<file path="src/sps_regs.svh">
// Register offsets, field codes, reset values and timing constants of the sleep power control
`ifndef SPS_REGS_SVH
`define SPS_REGS_SVH
// Byte addresses of the register words
`define SPS_ADDR_CTRL 8'h00
`define SPS_ADDR_SLEEP 8'h04
`define SPS_ADDR_STAT 8'h08
`define SPS_ADDR_CLR 8'h0c
`define SPS_ADDR_IEN 8'h10
// Pin source selector codes
`define SPS_SRC_STATIC 3'h7
`define SPS_SRC_SLEEP 3'h6
// Reset values
`define SPS_CTRL_RST 6'h07
`define SPS_SLEEP_RST 8'h00
// Sleep timeout period and clock period, in ns
`define SPS_TICK_NS 7800000
`define SPS_CLK_NS 5
`define SPS_TICK_W 21
// AXI responses
`define SPS_RESP_OKAY 2'h0
`define SPS_RESP_SLVERR 2'h2
`endif

</file>
<file path="src/sps_pkg.sv">
// Types shared by the sleep power control block
`include "sps_regs.svh"
package sps_pkg;
  // Power control states
  typedef enum logic [1:0] {SPS_RUN, SPS_SWAIT, SPS_SLEEP} sps_state_t;
  // Control word, bit 0 upward: source, static bit, switch enable, oscillator halt
  typedef struct packed {
    logic       stop;
    logic       low_resistance_switch_enable;
    logic       static_output_bit;
    logic [2:0] src;
  } sps_ctrl_t;
  // Sleep word: request, reset enable, two reserved, occurred flag, timeout
  typedef struct packed {
    logic       sleep_request;
    logic       sleep_reset_enable;
    logic [1:0] rsvd;
    logic       sleep_occurred_flag;
    logic [2:0] sleep_timeout_field;
  } sps_sleep_t;
  // Event bits shared by status, clear and enable words
  typedef struct packed {
    logic wake;
    logic timer;
    logic alarm;
  } sps_evt_t;
  // Registered state of the block, apart from the input synchronisers
  typedef struct packed {
    sps_state_t             fsm;
    sps_ctrl_t              ctrl;
    sps_sleep_t             sleep;
    sps_evt_t               stat;
    sps_evt_t               ien;
    logic [2:0]             wait_cnt;
    logic [`SPS_TICK_W-1:0] tick_cnt;
    logic                   tick;
    logic                   aw_ok;
    logic [7:0]             awaddr;
    logic                   w_ok;
    logic [7:0]             wdata;
    logic                   wlane;
    logic                   awready;
    logic                   wready;
    logic                   bvalid;
    logic [1:0]             bresp;
    logic                   arready;
    logic                   rvalid;
    logic [1:0]             rresp;
    logic [31:0]            rdata;
    logic                   pin_o;
    logic                   pin_oe;
    logic                   rst_n;
    logic                   irq;
  } sps_st_t;
endpackage

</file>
<file path="src/sps_power_ctrl.sv">
// Sleep power control: power switch pin, host reset and wake interrupt behind AXI4-Lite
`timescale 1ns/1ps
`include "sps_regs.svh"
module sps_power_ctrl
  import sps_pkg::*;
#(
  parameter int TICK_CYCLES = `SPS_TICK_NS / `SPS_CLK_NS
)
(
  input  wire logic        aclk,
  input  wire logic        aresetn,
  input  wire logic [7:0]  s_axi_awaddr,
  input  wire logic        s_axi_awvalid,
  output logic             s_axi_awready,
  input  wire logic [31:0] s_axi_wdata,
  input  wire logic [3:0]  s_axi_wstrb,
  input  wire logic        s_axi_wvalid,
  output logic             s_axi_wready,
  output logic [1:0]       s_axi_bresp,
  output logic             s_axi_bvalid,
  input  wire logic        s_axi_bready,
  input  wire logic [7:0]  s_axi_araddr,
  input  wire logic        s_axi_arvalid,
  output logic             s_axi_arready,
  output logic [31:0]      s_axi_rdata,
  output logic [1:0]       s_axi_rresp,
  output logic             s_axi_rvalid,
  input  wire logic        s_axi_rready,
  input  wire logic        alarm_evt,
  input  wire logic        timer_evt,
  input  wire logic        power_switch_pin_i,
  output logic             power_switch_pin_o,
  output logic             power_switch_pin_oe,
  output logic             host_reset_out_n,
  output logic             irq
);

  // Last count of the free running timeout divider
  localparam logic [`SPS_TICK_W-1:0] TICK_LAST = `SPS_TICK_W'(TICK_CYCLES - 1);

  sps_st_t    st;          // Registered state
  sps_st_t    next_st;     // Next state
  logic [2:0] sync1;       // First synchroniser stage
  logic [2:0] sync2;       // Second synchroniser stage
  logic [2:0] sync3;       // Previous value for edge detection
  sps_evt_t   set_evt;     // Hardware events this cycle
  sps_evt_t   clr_evt;     // Software clears this cycle
  sps_sleep_t wr_sleep;    // Write data seen as sleep word
  logic       wake_hit;    // Enabled wake trigger
  logic       pending;     // Enabled status bit already set
  logic       req_ok;      // Sleep request may be accepted
  logic       wr_go;       // Register write performed this cycle
  logic       sleep_cfg;   // Pin configured as power switch

  // ****************************************************************
  // Input synchronisers
  // ****************************************************************
  // Events and pin level come from outside the clock domain
  always_ff @(posedge aclk)
  begin
    if (!aresetn)
    begin
      sync1 <= 3'h0;
      sync2 <= 3'h0;
      sync3 <= 3'h0;
    end
    else
    begin
      sync1 <= {power_switch_pin_i, timer_evt, alarm_evt};
      sync2 <= sync1;
      sync3 <= sync2;
    end
  end

  // ****************************************************************
  // Event decode
  // ****************************************************************
  // Rising edges only, so a held level counts once
  assign set_evt.alarm = sync2[0] & ~sync3[0];
  assign set_evt.timer = sync2[1] & ~sync3[1];
  assign set_evt.wake  = (st.fsm == SPS_SLEEP) & wake_hit;
  assign wake_hit      = (set_evt.alarm & st.ien.alarm) | (set_evt.timer & st.ien.timer);
  assign pending       = |(st.stat & st.ien);
  assign wr_go         = st.aw_ok & st.w_ok & ~st.bvalid;
  assign wr_sleep      = sps_sleep_t'(st.wdata);
  assign clr_evt       = (wr_go && st.wlane && st.awaddr == `SPS_ADDR_CLR) ?
                         sps_evt_t'(st.wdata[2:0]) : sps_evt_t'(3'h0);
  assign req_ok        = ~st.ctrl.stop & (st.ien.alarm | st.ien.timer) & ~pending;
  assign sleep_cfg     = (st.ctrl.src == `SPS_SRC_SLEEP) &
                         st.ctrl.low_resistance_switch_enable;

  // ****************************************************************
  // Next state
  // ****************************************************************
  always_comb
  begin
    next_st = st;
    // Divider gives a one-cycle enable per timeout period
    next_st.tick     = (st.tick_cnt == TICK_LAST);
    next_st.tick_cnt = next_st.tick ? '0 : st.tick_cnt + 1'b1;

    // Address and data are taken independently, in either order
    if (s_axi_awvalid && st.awready)
    begin
      next_st.aw_ok  = 1'b1;
      next_st.awaddr = s_axi_awaddr;
    end
    if (s_axi_wvalid && st.wready)
    begin
      next_st.w_ok  = 1'b1;
      next_st.wdata = s_axi_wdata[7:0];
      next_st.wlane = s_axi_wstrb[0];
    end

    // Write once both halves are held; all fields sit in byte lane 0
    if (wr_go)
    begin
      next_st.aw_ok  = 1'b0;
      next_st.w_ok   = 1'b0;
      next_st.bvalid = 1'b1;
      next_st.bresp  = `SPS_RESP_OKAY;
      case (st.awaddr)
        `SPS_ADDR_CTRL:
        begin
          // only 111 and 110 are glitch free while switching
          if (st.wlane)
            next_st.ctrl = sps_ctrl_t'(st.wdata[$bits(sps_ctrl_t)-1:0]);
        end
        `SPS_ADDR_SLEEP:
        begin
          if (st.wlane)
          begin
            next_st.sleep.sleep_reset_enable  = wr_sleep.sleep_reset_enable;
            next_st.sleep.sleep_timeout_field = wr_sleep.sleep_timeout_field;
            // Writing zero clears the occurred flag
            if (!wr_sleep.sleep_occurred_flag)
              next_st.sleep.sleep_occurred_flag = 1'b0;
            if (!wr_sleep.sleep_request)
              next_st.sleep.sleep_request = 1'b0;
            else if (req_ok)
              next_st.sleep.sleep_request = 1'b1;
          end
        end
        `SPS_ADDR_IEN:
        begin
          if (st.wlane)
            next_st.ien = sps_evt_t'(st.wdata[2:0]);
        end
        `SPS_ADDR_STAT, `SPS_ADDR_CLR:
        begin
          // Status is read only; clears handled below
        end
        default:
        begin
          next_st.bresp = `SPS_RESP_SLVERR;
        end
      endcase
    end
    if (st.bvalid && s_axi_bready)
      next_st.bvalid = 1'b0;
    next_st.awready = ~next_st.aw_ok & ~next_st.bvalid;
    next_st.wready  = ~next_st.w_ok & ~next_st.bvalid;

    // events only set status; set wins over a clear
    next_st.stat = (st.stat & ~clr_evt) | set_evt;

    // Sleep sequencing overrides software writes of the same cycle
    case (st.fsm)
      SPS_RUN:
      begin
        if (st.sleep.sleep_request)
        begin
          next_st.fsm      = SPS_SWAIT;
          next_st.wait_cnt = st.sleep.sleep_timeout_field;
        end
      end
      SPS_SWAIT:
      begin
        if (wake_hit || !st.sleep.sleep_request)
        begin
          next_st.fsm                 = SPS_RUN;
          next_st.sleep.sleep_request = 1'b0;
        end
        else if (st.wait_cnt == 3'h0)
        begin
          next_st.fsm                       = SPS_SLEEP;
          next_st.sleep.sleep_occurred_flag = 1'b1;
        end
        else if (st.tick)
          // free running ticks: between n-1 and n periods
          next_st.wait_cnt = st.wait_cnt - 3'h1;
      end
      SPS_SLEEP:
      begin
        if (wake_hit)
        begin
          next_st.fsm                 = SPS_RUN;
          next_st.sleep.sleep_request = 1'b0;
        end
      end
      default:
      begin
        next_st.fsm = SPS_RUN;
      end
    endcase

    // Reads answer one cycle after the address is taken
    if (s_axi_arvalid && st.arready)
    begin
      next_st.rvalid = 1'b1;
      next_st.rresp  = `SPS_RESP_OKAY;
      case (s_axi_araddr)
        `SPS_ADDR_CTRL:  next_st.rdata = 32'(st.ctrl);
        `SPS_ADDR_SLEEP: next_st.rdata = 32'(st.sleep);
        `SPS_ADDR_STAT:  next_st.rdata = 32'({sync2[2], st.stat});
        `SPS_ADDR_CLR:   next_st.rdata = 32'h0;
        `SPS_ADDR_IEN:   next_st.rdata = 32'(st.ien);
        default:
        begin
          next_st.rdata = 32'h0;
          next_st.rresp = `SPS_RESP_SLVERR;
        end
      endcase
    end
    if (st.rvalid && s_axi_rready)
      next_st.rvalid = 1'b0;
    next_st.arready = ~next_st.rvalid;

    // Pin and reset follow the next state so they move with it
    case (next_st.ctrl.src)
      `SPS_SRC_STATIC:
      begin
        next_st.pin_o  = next_st.ctrl.static_output_bit;
        next_st.pin_oe = 1'b1;
      end
      `SPS_SRC_SLEEP:
      begin
        // open drain switch floats only in sleep
        if (next_st.ctrl.low_resistance_switch_enable)
        begin
          next_st.pin_o  = 1'b0;
          next_st.pin_oe = (next_st.fsm != SPS_SLEEP);
        end
        else
        begin
          next_st.pin_o  = (next_st.fsm == SPS_SLEEP);
          next_st.pin_oe = 1'b1;
        end
      end
      default:
      begin
        // Other sources show the interrupt, active low
        next_st.pin_o  = ~(|(next_st.stat & next_st.ien));
        next_st.pin_oe = 1'b1;
      end
    endcase
    // push-pull reset low in sleep when enabled
    next_st.rst_n = ~((next_st.fsm == SPS_SLEEP) & next_st.sleep.sleep_reset_enable);
    next_st.irq   = |(next_st.stat & next_st.ien);
  end

  // ****************************************************************
  // State register
  // ****************************************************************
  always_ff @(posedge aclk)
  begin
    if (!aresetn)
    begin
      st          <= '0;
      st.fsm      <= SPS_RUN;
      st.ctrl     <= sps_ctrl_t'(`SPS_CTRL_RST);
      st.sleep    <= sps_sleep_t'(`SPS_SLEEP_RST);
      st.pin_oe   <= 1'b1;
      st.rst_n    <= 1'b1;
      st.awready  <= 1'b1;
      st.wready   <= 1'b1;
      st.arready  <= 1'b1;
    end
    else
      st <= next_st;
  end

  // Outputs straight from the state register
  assign s_axi_awready       = st.awready;
  assign s_axi_wready        = st.wready;
  assign s_axi_bvalid        = st.bvalid;
  assign s_axi_bresp         = st.bresp;
  assign s_axi_arready       = st.arready;
  assign s_axi_rvalid        = st.rvalid;
  assign s_axi_rresp         = st.rresp;
  assign s_axi_rdata         = st.rdata;
  assign power_switch_pin_o  = st.pin_o;
  assign power_switch_pin_oe = st.pin_oe;
  assign host_reset_out_n    = st.rst_n;
  assign irq                 = st.irq;
endmodule

</file>
<file path="config.mk">
export PLATFORM = sky130hd
export DESIGN_NAME = sps_power_ctrl
export DESIGN_NICKNAME = d
export VERILOG_FILES = /design/src/sps_pkg.sv /design/src/sps_power_ctrl.sv
export VERILOG_INCLUDE_DIRS = /design/src
export SDC_FILE = /design/constraint.sdc
export NUM_CORES = 1
export LEC_CHECK = 0
export BUFFER_PORTS_ARGS = -buffer_cell sky130_fd_sc_hd__buf_2
export CAP_MARGIN = 30
export CORE_UTILIZATION = 45
export CTS_CLUSTER_DIAMETER = 200
export DETAILED_ROUTE_END_ITERATION = 7
export GPL_TIMING_DRIVEN = 0
export MAX_ROUTING_LAYER = met4
export PLACE_DENSITY = 0.7
export SLEW_MARGIN = 20
export SYNTH_ARGS = -nofsm -noshare
export SYNTH_HDL_FRONTEND = slang
export SYNTH_SLANG_ARGS = --single-unit
</file>
<file path="constraint.sdc">
create_clock -name aclk -period 8.06 [get_ports aclk]
set_clock_uncertainty 0.15 [all_clocks]
set_input_delay 0.806 -clock aclk [delete_from_list [all_inputs] [get_ports aclk]]
set_output_delay 0.806 -clock aclk [all_outputs]
set_load 0.01 [all_outputs]
</file>
# Yosys cells after proc, flatten, opt, wreduce, memory -nomap -nowiden
# Index checks and enable logic that the tools add are counted.
# op_classes
addsub	2
mul	0
n_div	0
magnitude_cmp	0
eq_ne	19
shifts	0
n_mux	44
n_bitwise	31
reduce_logical	22
# ops
op	n
$mux 35	1
$eq 8x4->1 const B	4
$pmux 8 s4	1
$mux 3	9
$add 21x1->21 const B	1
$eq 21x21->1 const B	1
$mux 2	9
$eq 8x3->1 const B	2
$eq 8x5->1 const B	2
$logic_not 8->1	2
$and 1x1->1	12
$mux 1	12
$mux 4	3
$not 1->1	12
$mux 10	1
$mux 5	2
$ne 2x2->1 const B	5
$reduce_or 5->1	2
$and 3x3->3	3
$mux 9	1
$logic_and 1x1->1	7
$mux 7	1
$eq 3x3->1 const B	2
$pmux 2 s3	1
other kinds (18)	22
# word_totals
register_bits	117
latch_bits	0
ram_bits	0
rom_bits	0
input_bits	62
output_inout_bits	45
elab_cells	156
memories	0

# Logic depth before layout (Yosys ltp)
# logic_depth
depth_word	12
ltp_mapped	8

# Worst setup path after synthesis
# Ideal clock, no wire load.
# synth_timing
path_type	reg-to-reg
start	register st[56] in the netlist's numbering
end	register st, in the netlist power_switch_pin_o
setup_ps	86
arrival_time_ps	2371
setup_slack_ps	5452
stages_incl_launch_ff	7
period_less_slack_ps	2608
cell_sequence	dfxtp_1 > or4_4 > or4_4 > nor2_1 > mux2_2 > a221o_1 > a221oi_2
# synth_via
elab_chain_len	10
# synth_lines
item	line	source
from (decl)	sps_power_ctrl.sv:41	sps_st_t st;
from (signal assigned)	sps_power_ctrl.sv:280	st <= next_st;
$eq 8x4->1	n/a	
$logic_and 1x1->1 (no line)	n/a	
$mux 3	sps_power_ctrl.sv:86	assign clr_evt = (wr_go && st.wlane && st.awaddr == `SPS_ADDR_CLR) ?
$not 3->3	sps_power_ctrl.sv:165	next_st.stat = (st.stat & ~clr_evt) | set_evt;
$and 3x3->3	sps_power_ctrl.sv:165	
$or 3x3->3	sps_power_ctrl.sv:165	
$and 3x3->3	sps_power_ctrl.sv:253	next_st.pin_o = ~(|(next_st.stat & next_st.ien));
$reduce_or 3->1	sps_power_ctrl.sv:253	
$not 1->1	sps_power_ctrl.sv:253	
$pmux 2 s2 (*)	sps_power_ctrl.sv:230	case (next_st.ctrl.src)
# Mark *: on every way between the ends. The rest lies on a longest branch, timed or not.
# A chain may end at the register's enable or synchronous reset.

# Worst setup path in the final report
# Same ends and word-level chain as after synthesis.

==> results.py <==
metrics = {
    "cts": {
        "cts_root_buffer": "sky130_fd_sc_hd__clkbuf_8",
        "cts_tree": "yes",
        "clockBufferDepth": 2,
        "clkTransAtPathRegs_ns": 0.09,
        "post_cts_resize_count": 0,
        "cts-buffers-inserted": 9,
        "ctsHoldBuffers": 0,
        "clkSinkCount": 91,
        "post-cts-setup-buffers": 0,
        "clock_latency_ns": 0.36,
        "clock_tree.htree_level_count": 3,
    },
    "hold_path": {
        "hp-class": "reg -> reg",
    },
    "sta": {
        "layout_setup_ws_ns": 5.21,
        "fmax_mhz": 351,
        "max_slew.worst_pin.slew_ns": 0.693,
        "timing.final.max_slew_violations": 0,
        "totalNegativeSetupSlack_ns": 0,
        "fin_hold_ws_ns": 0.287,
        "max_slew_margin_pct": 53.1,
        "fin_crit_sh_pct": 35.3,
        "rsz0062_at_grt": "no",
        "timing.final.setup_violations": 0,
        "final_hold_viol_count": 0,
        "finalCriticalPeriod_ns": 2.85,
    },
    "yosys": {
        "library_cell_with_the_highest_instance_count_after_synthesis": "sky130_fd_sc_hd__dfxtp_1",
        "netlist_top_cells_area": "sky130_fd_sc_hd__dfxtp_1 (44%), sky130_fd_sc_hd__nand2_1 (6.8%), sky130_fd_sc_hd__buf_4 (6.6%)",
        "synth_edf_count": 0,
        "synth_cell_types": 51,
        "post_synth_inst_count": 492,
        "sequential_cell_area_fraction_in_the_yosys_report_pct": 44.2,
        "synth.ff_latch_count": 91,
        "synth-async-reset-ratio_pct": 0,
        "synth.cell_area_um2": 4120,
        "synth-main-ff-cell": "sky130_fd_sc_hd__dfxtp_1",
        "synth_warnings": 0,
        "yosysTopAreaCellShare_pct": 44.2,
        "synth_commonest_cells": "sky130_fd_sc_hd__dfxtp_1 (91), sky130_fd_sc_hd__nand2_1 (75), sky130_fd_sc_hd__nor2_1 (46)",
        "synth_area_leader_cell": "sky130_fd_sc_hd__dfxtp_1",
        "synthesis.area_per_instance_um2": 8.37,
    },
    "power_and_ir_drop": {
        "power_switching_share_pct": 26.5,
        "share_comb_of_total_power_pct": 9.6,
        "vdd_drop_max_mv": 0.0990,
        "clockPowerShare_pct": 33.4,
        "power_leakage_nw": 2.01,
        "p_per_area_nw_per_um2": 174,
        "p_int_mw": 0.612,
        "net_switching_power_figure_mw": 0.221,
        "share_seq_of_total_power_pct": 57.0,
    },
    "status": {
        "violations": "DRC",
        "outcome": "finished with violations",
    },
    "critical_path": {
        "crit_chain": "or4_4 > or4_4 > nor2_1 > mux2_2 > a221o_1 > a221oi_2",
        "worst_ep_required_time_ns": 8.19,
        "worstSetupEndpointType": "flip-flop",
        "critical_path_arrival_ns": 2.98,
        "worstSetupPathType": "reg -> reg",
        "worst_path_most_repeated_cell": "sky130_fd_sc_hd__or4_4",
        "crit_fanout": 4,
        "worst_path_largest_cell_delay_ns": 0.55,
        "slowest_stage": "sky130_fd_sc_hd__or4_4",
        "crit_path_start_kind": "flip-flop",
    },
    "floorplan": {
        "floorplan.initialDensity_pct": 46.8,
        "design.die.area_um2": 9540,
        "fp.dieW_um": 97.7,
        "io_pins": 107,
        "placement_rows": 34,
        "core_um2": 8810,
        "chipHeight_um": 97.7,
    },
    "place": {
        "finalWeightedCongestion": 0.857,
        "detailedPlace.worstSlack_ns": 5.23,
        "dp_hpwl_mm": 6.39,
        "numPortBuffers": 51,
    },
    "routing": {
        "wl_per_cell_um": 12.3,
        "antenna_violating_nets_post_route": 0,
        "drtIter0Drc": 242,
        "drt_drc_violations_left": 24,
        "detailed_route_via_count": 3503,
        "wl_met3_um": 406,
        "avgViaCountPerCell": 5.06,
        "dr.pass1.iters": 7,
        "top_layer_used": "met4",
        "drt-total-wl_mm": 8.49,
        "drt-met1-wl_mm": 4.17,
        "met2RoutedLength_mm": 3.77,
    },
    "flow_run": {
        "timing.max_cap.violations": 0,
    },
    "global_routing": {
        "grt_pass1_wl_mm": 14.7,
        "maximum_number_of_pins_on_one_net_before_global_route_repair": 17,
        "grt_pass1_vias": 3166,
        "grt_usage_pct": 19.8,
        "grt_overflow": 0,
        "antenna_found_initial": 0,
    },
    "finish": {
        "drive_above_1_share_pct": 19.5,
        "antennaDiodeCount": 0,
        "flow.area_growth_from_synthesis_pct": 16.0,
        "finalNetCount": 648,
    },
}
[stage by stage]
step	total power [mW]	instance area (um^2)	std cells	util (%)
2_1_floorplan	0.539	4210	517	-
3_3_place_gp	0.562	4600	676	52.3
3_5_place_dp	0.565	4600	676	52.3
4_1_cts	0.843	4780	692	54.3
5_1_grt	0.874	4780	692	54.3
6_report	0.833	4780	692	54.3
[cells by family (layout without fill, tap and decap cells)]
kind of cell	after synthesis	in the layout	share of synthesized area [%]
flops	91	91	44.2
fa+ha+maj	8	8	2.37
xor+xnor	19	19	4.04
simple gates	214	214	25.3
mux	9	9	2.25
compound gates	82	82	12.2
other cells	1	26	0.0910
buf+inv	68	135	9.51
[state kept, by name (all words and copies together), names as in the netlist, 2 cells and up]
signal	cells
sync3	2
s_axi_rdata	8
sync2	3
wr_sleep	8
sync1	3
st	56
[metal layers]
layer	GRT usage [%]	up-vias
li1	-	1799
met4	8.16	0
met1	26.3	1595
met2	29.8	96
met5	-	-
met3	3.31	13
[power groups by stage]
stage | Sequential, mW | Clock [mW] | Combinational (mW)
after floorplan | 0.483 | 0 | 0.0559
after global placement | 0.485 | 0 | 0.0772
after detailed placement | 0.485 | 0 | 0.0794
after CTS | 0.475 | 0.288 | 0.0796
after global routing | 0.477 | 0.308 | 0.0892
final | 0.475 | 0.278 | 0.0797
[area by class of cell]
cell class,count,area (um^2)
Sequential cell,91,1820
Inverter,14,52.6
Multi-Input combinational cell,358,2000
Fill cell,831,4030
Clock inverter,7,51.3
Buffer,54,339
Tap cell,108,135
Timing Repair Buffer,51,255
Clock buffer,9,124
[critical path, delay by kind of cell, from the launching register on]
kind | cells | cell delay [ns]
AOI/OAI and AO/OA | 2 | 0.73
DFF | 1 | 0.32
muxes | 1 | 0.37
and+or+nand+nor | 3 | 1.20
[final timing paths]
kind                                            to  cells past startpoint  slack [ns]  startpoint
worst min-delay path                      sync2[1]                      1        0.29    sync1[1]
worst min register to register            sync2[1]                      1        0.29    sync1[1]
worst max register to register  power_switch_pin_o                      6        5.21      st[56]
worst max-delay path            power_switch_pin_o                      6        5.21      st[56]
[cell usage in the layout, fill, tap and decap left out, types with 7 or more instances in the layout]
cell type,netlist,final
sky130_fd_sc_hd__buf_4,36,36
sky130_fd_sc_hd__and3_1,7,7
sky130_fd_sc_hd__a21oi_1,39,39
sky130_fd_sc_hd__buf_2,1,52
sky130_fd_sc_hd__o21ai_0,17,17
sky130_fd_sc_hd__dfxtp_1,91,91
sky130_fd_sc_hd__xor2_1,12,12
sky130_fd_sc_hd__clkbuf_8,0,9
sky130_fd_sc_hd__ha_1,7,7
sky130_fd_sc_hd__nor3_1,7,7
sky130_fd_sc_hd__xnor2_1,7,7
sky130_fd_sc_hd__and2_1,19,19
sky130_fd_sc_hd__conb_1,1,26
sky130_fd_sc_hd__inv_1,13,13
sky130_fd_sc_hd__nand2_1,75,75
sky130_fd_sc_hd__clkbuf_1,17,17
sky130_fd_sc_hd__nand3_1,21,21
sky130_fd_sc_hd__nor2_1,46,46
sky130_fd_sc_hd__mux2i_1,7,7
(Power assumes the default switching activity.)
